[src/ssic_pkg.sv]
// shared constants and types for the status and interrupt control block
package ssic_pkg;

  // bus and array geometry
  localparam int SSIC_AW = 8;
  localparam int SSIC_DW = 8;
  localparam int SSIC_NUM_SR = 9;
  localparam int SSIC_SRC_W = SSIC_NUM_SR * SSIC_DW;

  // register offsets
  localparam logic [7:0] SSIC_OFF_MASTER = 8'h00;
  localparam logic [7:0] SSIC_OFF_SUM_LO = 8'h14;
  localparam logic [7:0] SSIC_OFF_SUM_HI = 8'h15;
  localparam logic [7:0] SSIC_OFF_SR_BASE = 8'h16;
  localparam logic [7:0] SSIC_OFF_IMR_BASE = 8'h20;
  localparam logic [7:0] SSIC_OFF_INFO_LATCHED = 8'h29;
  localparam logic [7:0] SSIC_OFF_INFO_LIVE = 8'h2a;

  // master control field layout
  localparam int SSIC_MC_SRST = 0;
  localparam int SSIC_MC_LSEL = 1;
  localparam int SSIC_MC_MODE_LO = 2;
  localparam int SSIC_MC_MODE_W = 2;
  localparam int SSIC_MC_USED_W = 4;

  // pin force mode codes
  localparam logic [1:0] SSIC_MODE_NORMAL = 2'h0;
  localparam logic [1:0] SSIC_MODE_TRI = 2'h1;
  localparam logic [1:0] SSIC_MODE_LOW = 2'h2;
  localparam logic [1:0] SSIC_MODE_HIGH = 2'h3;

  // second status register: sync loss condition and regain event
  localparam int SSIC_SR2_IDX = 1;
  localparam int SSIC_SYNC_LOSS_BIT = 0;
  localparam int SSIC_SYNC_REGAIN_BIT = 4;

  // summary split: low summary holds status registers one to eight
  localparam int SSIC_SUM_LO_W = 8;

  // reset values
  localparam logic [7:0] SSIC_RST_BYTE = 8'h00;
  localparam logic [3:0] SSIC_RST_MASTER = 4'h0;

  // soft reset sequencer states
  typedef enum logic [1:0] {
    SSIC_SRST_IDLE = 2'b01,
    SSIC_SRST_CLEAR = 2'b10
  } ssic_srst_e;

endpackage

[src/ssic_status_slice.sv]
// one latched status register with write-then-read update and interrupt source
`timescale 1ns/1ps

module ssic_status_slice
  import ssic_pkg::*;
#(
  parameter logic [7:0] DBL_BITS = 8'h00
) (
  input wire logic ref_clk_in,
  input wire logic rst_n_in,
  input wire logic clear_in,
  input wire logic [7:0] src_in,
  input wire logic upd_we_in,
  input wire logic [7:0] sel_in,
  output logic [7:0] read_out,
  output logic [7:0] irq_src_out
);

  logic [7:0] latch_q;
  logic [7:0] prev_q;
  logic [7:0] dbl_q;
  logic [7:0] read_q;
  logic [7:0] upd;

  // only a write to this register selects bits for update
  assign upd = upd_we_in ? sel_in : SSIC_RST_BYTE;

  // latch: a live source wins over the update clear
  always_ff @(posedge ref_clk_in) begin
    if (!rst_n_in || clear_in) begin
      latch_q <= SSIC_RST_BYTE;
    end else begin
      latch_q <= src_in | (latch_q & ~upd);
    end
  end

  // readable copy refreshed only where a one was written
  always_ff @(posedge ref_clk_in) begin
    if (!rst_n_in || clear_in) begin
      read_q <= SSIC_RST_BYTE;
    end else begin
      read_q <= (upd & (latch_q | src_in)) | (~upd & read_q);
    end
  end

  // previous source level for edge detection
  always_ff @(posedge ref_clk_in) begin
    if (!rst_n_in || clear_in) begin
      prev_q <= SSIC_RST_BYTE;
    end else begin
      prev_q <= src_in;
    end
  end

  // double bits pend on both edges; new edge beats the clear
  always_ff @(posedge ref_clk_in) begin
    if (!rst_n_in || clear_in) begin
      dbl_q <= SSIC_RST_BYTE;
    end else begin
      dbl_q <= DBL_BITS & ((src_in ^ prev_q) | (dbl_q & ~upd));
    end
  end

  // double bits interrupt on edges, others on the latch
  assign irq_src_out = (DBL_BITS & dbl_q) | (~DBL_BITS & latch_q);
  assign read_out = read_q;
endmodule // ssic_status_slice

[src/ssic_status_interrupt_control.sv]
// master control, status latching, masks and interrupt summary of one transceiver
// Function
// - soft reset rising edge clears all registers
// - soft reset bit clears itself afterwards
// - line standard bit selects T1 or E1
// - pin force modes: normal, tristate, low, high
// - each status register has its own mask
// - only status registers raise interrupts
// - power-up clears writable registers and masks
// - status bit latches until host reads it
// - event bit clears on read, needs new event
// - condition bit stays set while condition lasts
// - written ones refresh readable bits, zeros hold
// - double bits interrupt on set and clear
// - sync loss condition, separate regained event
// - information registers never interrupt; live one direct
// - two summaries flag requesting status registers
`timescale 1ns/1ps

module ssic_status_interrupt_control
  import ssic_pkg::*;
#(
  parameter logic [SSIC_SRC_W-1:0] DBL_BITS = '0,
  parameter logic [7:0] INFO_DBL_BITS = 8'h00
) (
  input wire logic ref_clk_in,
  input wire logic rst_n_in,
  input wire logic [SSIC_AW-1:0] addr_in,
  input wire logic [SSIC_DW-1:0] wr_data_in,
  input wire logic wr_in,
  input wire logic rd_in,
  output logic [SSIC_DW-1:0] rd_data_out,
  input wire logic [SSIC_SRC_W-1:0] status_src_in,
  input wire logic sync_loss_in,
  input wire logic [7:0] info_src_in,
  input wire logic [7:0] live_sync_info_in,
  output logic line_standard_e1_out,
  output logic pins_tristate_out,
  output logic host_port_tristate_out,
  output logic pins_force_low_out,
  output logic pins_force_high_out,
  output logic int_n_out
);

  ////////////////////////////////////////////////////////////////////////
  // declarations

  ssic_srst_e state_q;
  logic [SSIC_MC_USED_W-1:0] master_q;
  logic clear_all;
  logic [1:0] pin_mode;
  logic sync_prev_q;
  logic regain;
  logic [7:0] sr2_ovr;
  logic [7:0] sr2_src;
  logic [7:0] src_vec [SSIC_NUM_SR];
  logic [7:0] mask_q [SSIC_NUM_SR];
  logic [7:0] sr_read [SSIC_NUM_SR];
  logic [7:0] sr_irq_src [SSIC_NUM_SR];
  logic [SSIC_NUM_SR-1:0] upd_we;
  logic [SSIC_NUM_SR-1:0] summ;
  logic [SSIC_NUM_SR-1:0] mask_nz;
  logic summ_any;
  logic int_n_q;
  logic info_upd_we;
  logic [7:0] info_read;
  logic [SSIC_DW-1:0] rd_mux;
  logic [SSIC_DW-1:0] rd_data_q;
  logic master_wr;

  // register offset decode shared by the write and read paths
  function automatic logic ssic_hit(input logic [7:0] a, input logic [7:0] base, input int idx);
    logic [7:0] off;
    off = base + 8'(idx);
    return a == off;
  endfunction

  ////////////////////////////////////////////////////////////////////////
  // master control and soft reset

  assign master_wr = wr_in && ssic_hit(addr_in, SSIC_OFF_MASTER, 0);

  // one clearing cycle after a 0-to-1 write of the trigger bit
  always_ff @(posedge ref_clk_in) begin
    if (!rst_n_in) begin
      state_q <= SSIC_SRST_IDLE;
    end else begin
      case (state_q)
        SSIC_SRST_IDLE: begin
          if (master_wr && wr_data_in[SSIC_MC_SRST] && !master_q[SSIC_MC_SRST]) begin
            state_q <= SSIC_SRST_CLEAR;
          end
        end
        SSIC_SRST_CLEAR: begin
          state_q <= SSIC_SRST_IDLE;
        end
        default: begin
          state_q <= SSIC_SRST_IDLE;
        end
      endcase
    end
  end

  // clearing beats any write landing in the same cycle
  assign clear_all = (state_q == SSIC_SRST_CLEAR);

  // upper unused bits are dropped, so they read back as zero
  always_ff @(posedge ref_clk_in) begin
    if (!rst_n_in || clear_all) begin
      master_q <= SSIC_RST_MASTER;
    end else if (master_wr) begin
      master_q <= wr_data_in[SSIC_MC_USED_W-1:0];
    end
  end

  // mode outputs decode straight from the stored master bits
  assign pin_mode = master_q[SSIC_MC_MODE_LO +: SSIC_MC_MODE_W];
  assign line_standard_e1_out = master_q[SSIC_MC_LSEL];
  assign pins_tristate_out = (pin_mode == SSIC_MODE_TRI);
  assign host_port_tristate_out = (pin_mode == SSIC_MODE_TRI);
  assign pins_force_low_out = (pin_mode == SSIC_MODE_LOW);
  assign pins_force_high_out = (pin_mode == SSIC_MODE_HIGH);

  ////////////////////////////////////////////////////////////////////////
  // sync loss handling for the second status register

  // sync input comes from framer logic on this clock, no synchroniser
  always_ff @(posedge ref_clk_in) begin
    if (!rst_n_in || clear_all) begin
      sync_prev_q <= 1'b0;
    end else begin
      sync_prev_q <= sync_loss_in;
    end
  end

  // regain is a one-cycle event on the falling edge of sync loss
  assign regain = sync_prev_q & ~sync_loss_in;
  assign sr2_ovr = (8'h01 << SSIC_SYNC_LOSS_BIT) | (8'h01 << SSIC_SYNC_REGAIN_BIT);
  assign sr2_src = (status_src_in[SSIC_SR2_IDX*SSIC_DW +: SSIC_DW] & ~sr2_ovr)
                 | (8'(sync_loss_in) << SSIC_SYNC_LOSS_BIT)
                 | (8'(regain) << SSIC_SYNC_REGAIN_BIT);

  ////////////////////////////////////////////////////////////////////////
  // status registers and their masks

  for (genvar i = 0; i < SSIC_NUM_SR; i++) begin : g_sr
    if (i == SSIC_SR2_IDX) begin : g_src_sr2
      assign src_vec[i] = sr2_src;
    end else begin : g_src_plain
      assign src_vec[i] = status_src_in[i*SSIC_DW +: SSIC_DW];
    end

    assign upd_we[i] = wr_in && ssic_hit(addr_in, SSIC_OFF_SR_BASE, i);

    // mask bits gate this register only
    always_ff @(posedge ref_clk_in) begin
      if (!rst_n_in || clear_all) begin
        mask_q[i] <= SSIC_RST_BYTE;
      end else if (wr_in && ssic_hit(addr_in, SSIC_OFF_IMR_BASE, i)) begin
        mask_q[i] <= wr_data_in;
      end
    end

    ssic_status_slice #(
      .DBL_BITS(DBL_BITS[i*SSIC_DW +: SSIC_DW])
    ) u_sr (
      .ref_clk_in(ref_clk_in),
      .rst_n_in(rst_n_in),
      .clear_in(clear_all),
      .src_in(src_vec[i]),
      .upd_we_in(upd_we[i]),
      .sel_in(wr_data_in),
      .read_out(sr_read[i]),
      .irq_src_out(sr_irq_src[i])
    );

    // a summary bit needs a set source under a set mask
    assign summ[i] = |(sr_irq_src[i] & mask_q[i]);
    assign mask_nz[i] = |mask_q[i];
  end

  ////////////////////////////////////////////////////////////////////////
  // latched information register, same update scheme, no interrupt path

  assign info_upd_we = wr_in && ssic_hit(addr_in, SSIC_OFF_INFO_LATCHED, 0);

  ssic_status_slice #(
    .DBL_BITS(INFO_DBL_BITS)
  ) u_info (
    .ref_clk_in(ref_clk_in),
    .rst_n_in(rst_n_in),
    .clear_in(clear_all),
    .src_in(info_src_in),
    .upd_we_in(info_upd_we),
    .sel_in(wr_data_in),
    .read_out(info_read),
    .irq_src_out()
  );

  ////////////////////////////////////////////////////////////////////////
  // interrupt output

  // status registers are the only contributors to the request
  assign summ_any = |summ;

  // registered so the pin never glitches on decode
  always_ff @(posedge ref_clk_in) begin
    if (!rst_n_in || clear_all) begin
      int_n_q <= 1'b1;
    end else begin
      int_n_q <= ~summ_any;
    end
  end

  assign int_n_out = int_n_q;

  ////////////////////////////////////////////////////////////////////////
  // register read path

  // live info bypasses the latch and needs no prior write
  always_comb begin
    rd_mux = SSIC_RST_BYTE;
    if (ssic_hit(addr_in, SSIC_OFF_MASTER, 0)) begin
      rd_mux = {{(SSIC_DW-SSIC_MC_USED_W){1'b0}}, master_q};
    end else if (ssic_hit(addr_in, SSIC_OFF_SUM_LO, 0)) begin
      rd_mux = summ[SSIC_SUM_LO_W-1:0];
    end else if (ssic_hit(addr_in, SSIC_OFF_SUM_HI, 0)) begin
      rd_mux = {{(SSIC_DW-1){1'b0}}, summ[SSIC_NUM_SR-1]};
    end else if (ssic_hit(addr_in, SSIC_OFF_INFO_LATCHED, 0)) begin
      rd_mux = info_read;
    end else if (ssic_hit(addr_in, SSIC_OFF_INFO_LIVE, 0)) begin
      rd_mux = live_sync_info_in;
    end else begin
      for (int k = 0; k < SSIC_NUM_SR; k++) begin
        if (ssic_hit(addr_in, SSIC_OFF_SR_BASE, k)) begin
          rd_mux = sr_read[k];
        end
        if (ssic_hit(addr_in, SSIC_OFF_IMR_BASE, k)) begin
          rd_mux = mask_q[k];
        end
      end
    end
  end

  // data stand only in the cycle after the read strobe
  always_ff @(posedge ref_clk_in) begin
    if (!rst_n_in) begin
      rd_data_q <= SSIC_RST_BYTE;
    end else if (rd_in) begin
      rd_data_q <= rd_mux;
    end else begin
      rd_data_q <= SSIC_RST_BYTE;
    end
  end

  assign rd_data_out = rd_data_q;
endmodule // ssic_status_interrupt_control

[config.mk]
export PLATFORM = sky130hd
export DESIGN_NAME = ssic_status_interrupt_control
export DESIGN_NICKNAME = d
export VERILOG_FILES = /design/src/ssic_pkg.sv /design/src/ssic_status_slice.sv /design/src/ssic_status_interrupt_control.sv
export SDC_FILE = /design/constraint.sdc
export NUM_CORES = 1
export LEC_CHECK = 0
export ABC_CLOCK_PERIOD_IN_PS = 2800
export BUFFER_PORTS_ARGS = -buffer_cell sky130_fd_sc_hd__buf_2
export CAP_MARGIN = 20
export CORE_ASPECT_RATIO = 1.2
export CORE_MARGIN = 2
export CORE_UTILIZATION = 40
export DETAILED_ROUTE_END_ITERATION = 16
export PLACE_DENSITY = 0.59
export SLEW_MARGIN = 20
export SYNTH_ARGS = -nofsm -noshare
export SYNTH_HDL_FRONTEND = slang
export SYNTH_SLANG_ARGS = --single-unit
[constraint.sdc]
create_clock -name ref_clk_in -period 2.8 [get_ports ref_clk_in]
set_input_delay 0.56 -clock ref_clk_in [delete_from_list [all_inputs] [get_ports ref_clk_in]]
set_output_delay 0.56 -clock ref_clk_in [all_outputs]
set_load 0.1 [all_outputs]
==> flow_summary.yaml <==
detailed_routing:
  drc: 0
  antenna_left: 0
  drt_iter0_drc: 908
  routedWlPerCell_um: 21.4
  wl_mm: 38.0
  viasPerCell: 5.81
  first_pass_iters: 5
  vias: 10300
critical_path:
  cp-start-kind: "input port"
  cp.required_ps: 3180
  worst_path_most_repeated_cell: "o21ai_0"
  cp_max_fo: 13
  path_buf_inv: 2
  crit_type: "input port to flip-flop"
  critical_path_arrival_ps: 2670
  cp-end-kind: "flip-flop"
  r2r_start: "mask_q[7][1]$_SDFFCE_PN0P_"
  cp_cell_sequence: "buf_2 -> mux2i_1 -> o21ai_0 -> a31oi_1 -> o221ai_1 -> a2111oi_0 -> buf_4 -> o21ai_0"
  slowest_delay_ps: 520
  reg2reg_depth: 6
  reg2reg_slack_ps: 580
  crit-reg2reg-capture: "rd_data_out[1]$_SDFF_PN0_"
  crit_family: "compound AO/OA/AOI/OAI gates"
  critPathSlowestCell: "a2111oi_0"
yosys:
  yosysUniqueCellTypes: 58
  synth_warnings: 0
  avgSynthCellArea_um2: 8.72
  synth_edf_count: 72
  syn-cell-area_um2: 11200
  syn-num-nets: 1389
  synth-async-reset-ratio_pct: 0
  synthFlopType: "dfxtp_1"
  synth_cells: 1280
  ys_seq_area_share_pct: 50.9
  synth_seq_cells: 248
clock_network:
  clockRootBuffer: "clkbuf_16"
  cts_resized: 0
  clkTransAtPathRegs_ps: 60
  insertion_delay_ps: 530
  cts_setup_buffers: 0
  hold_buffers: 0
  cts_buffer_depth: 3
  cts_tree: "built"
  clock-sinks: 248
  cts_made_buffers: 27
  htreeDepth: 1
run:
  max-cap-violations: 0
worst_hold_path:
  hold_class: "input port to flip-flop"
  min_path_cells: 3
  min_to: "g_sr[7].u_sr.irq_src_out[1]$_SDFF_PN0_"
  worstHoldStart: "status_src_in[57]"
layout:
  layout-drive-gt1-share_pct: 17.8
  nets: 1525
  layout.cells.non_filler: 1780
  antenna_cells: 0
  syn_to_final_growth_pct: 19.5
timing:
  fmax_mhz: 437
  slew_viol_final: 0
  fin_crit_ps: 2290
  rsz0062_at_grt: "false"
  worst_clock_skew_ps: 14.5
  post-route-period-util_pct: 81.8
  finalHoldViolations: 0
  worst_pin_slew_ps: 823
  relSlewSlack_pct: 45.1
  setup_viol: 0
global_route:
  grt_pass1_vias: 9748
  grt-ovfl-total: 0
  grt_pass1_wl_mm: 57.9
  top_usage_layer: "met2"
  met2_usage_pct: 43.4
  grt_max_degree: 65
  antenna_found_initial: 0
  grt_util_met1_pct: 34.1
  grt_util_all_layers_pct: 25.8
  grtUsageMet3_pct: 3.50
floorplanning:
  initial_core_util_pct: 40.4
  die_w_um: 157
  coreArea_um2: 27700
  pin_count: 123
  rows: 67
  dieArea_um2: 29300
  die_h_um: 187
placed_design:
  portBuffers: 120
  place_inst: 1732
  place.gp.congestion: 0.979
  hpwlAfterDp_mm: 28.0
pwr:
  power.total_mw: 8.02
  ir_drop_mv: 0.374
  p_leak_nw: 4.83
  p_per_area_nw_per_um2: 601
outcome:
  status: "completed"
routing by layer:
metal / wire length [µm] / vias to the layer above / share of wire, %
met1: 16000 / 4929 / 42
li1: - / 4955 / -
met3: 2450 / 87 / 6.4
met2: 18200 / 375 / 48
met5: 0 / - / 0
met4: 1350 / 0 / 3.5
stage by stage:
stage	setup WS, ps	cell area [µm²]	hold WS [ps]	setup TNS (ps)	utilization [%]
finish	510	13300	243	0	48.3
global route	322	13300	250	0	48.3
CTS	551	13300	239	0	48.3
detailed placement	-5.20	12500	466	-5.20	45.2
global placement	28.0	12500	459	0	45.2
floorplan	399	11200	435	0	-
Yosys cell counts (7+ instances only):
cell type / instances / area (µm²)
o211ai_1: 8 / 60.1
nor2_2: 7 / 43.8
a22oi_1: 44 / 330
o221ai_1: 10 / 87.6
nand4_1: 11 / 68.8
o22ai_1: 7 / 43.8
nor3_1: 175 / 876
mux2i_1: 16 / 160
a31oi_1: 11 / 68.8
buf_1: 9 / 33.8
buf_2: 20 / 100
dfxtp_1: 176 / 3520
nor2_1: 103 / 387
a211oi_1: 7 / 52.6
nor2b_1: 11 / 68.8
a21oi_1: 182 / 911
and3_1: 7 / 43.8
o21ai_0: 42 / 210
nand3_1: 28 / 140
nand2_1: 130 / 488
edfxtp_1: 72 / 2160
clkbuf_1: 54 / 203
and2_1: 76 / 475
layout make-up:
class,count,area (µm²)
fillers,2677,14300
flip-flops and latches,248,5690
multi-input cells,937,5090
repair buffers,197,1270
clock buffers,44,831
well taps,345,432
clock inverters,4,23.8
inverters,5,18.8
tightest hold or removal path, stage by stage:
cell	delay (ps)
buf_2	90
a21oi_1	30
nor2_1	60
cells in the final DEF, fill, tap and decap left out, types with 11 or more instances in the layout:
| master | Yosys | layout |
|---|---|---|
| nand3_1 | 28 | 28 |
| buf_2 | 20 | 120 |
| mux2i_1 | 16 | 16 |
| nor2_1 | 103 | 103 |
| dfxtp_1 | 176 | 176 |
| nor3_1 | 175 | 175 |
| edfxtp_1 | 72 | 72 |
| nand2_1 | 130 | 130 |
| clkbuf_16 | 0 | 28 |
| buf_4 | 5 | 70 |
| and2_1 | 76 | 76 |
| o21ai_0 | 42 | 41 |
| a22oi_1 | 44 | 44 |
| nand4_1 | 11 | 11 |
| a21oi_1 | 182 | 182 |
| a31oi_1 | 11 | 11 |
how the worst max path moves through the flow:
stage / from / endpoint / cells past startpoint / slack [ps]
floorplan: addr_in[4] / mask_q[4][0]$_SDFFCE_PN0P_ / 4 / 400
global placement: addr_in[5] / rd_data_out[6]$_SDFF_PP0_ / 9 / 30
detailed placement: addr_in[0] / rd_data_out[3]$_SDFF_PN0_ / 8 / -5
CTS: addr_in[0] / rd_data_out[3]$_SDFF_PN0_ / 8 / 550
global route: addr_in[0] / rd_data_out[3]$_SDFF_PN0_ / 9 / 320
finish: addr_in[0] / rd_data_out[3]$_SDFF_PN0_ / 8 / 510
cell families after synthesis:
logic type,count (synthesis),share of synthesized area (%)
buffers and inverters,95,3.61
AO/OA/AOI/OAI,351,18.9
AND/OR/NAND/NOR,567,24.7
multiplexers,19,1.94
flip-flops,248,50.9
power breakdown:
group / internal, mW / switching [mW]
Clock: 2.01 / 1.41
Sequential: 3.83 / 0.125
Combinational: 0.225 / 0.417
Total: 6.07 / 1.95
(Power assumes the default switching activity.)
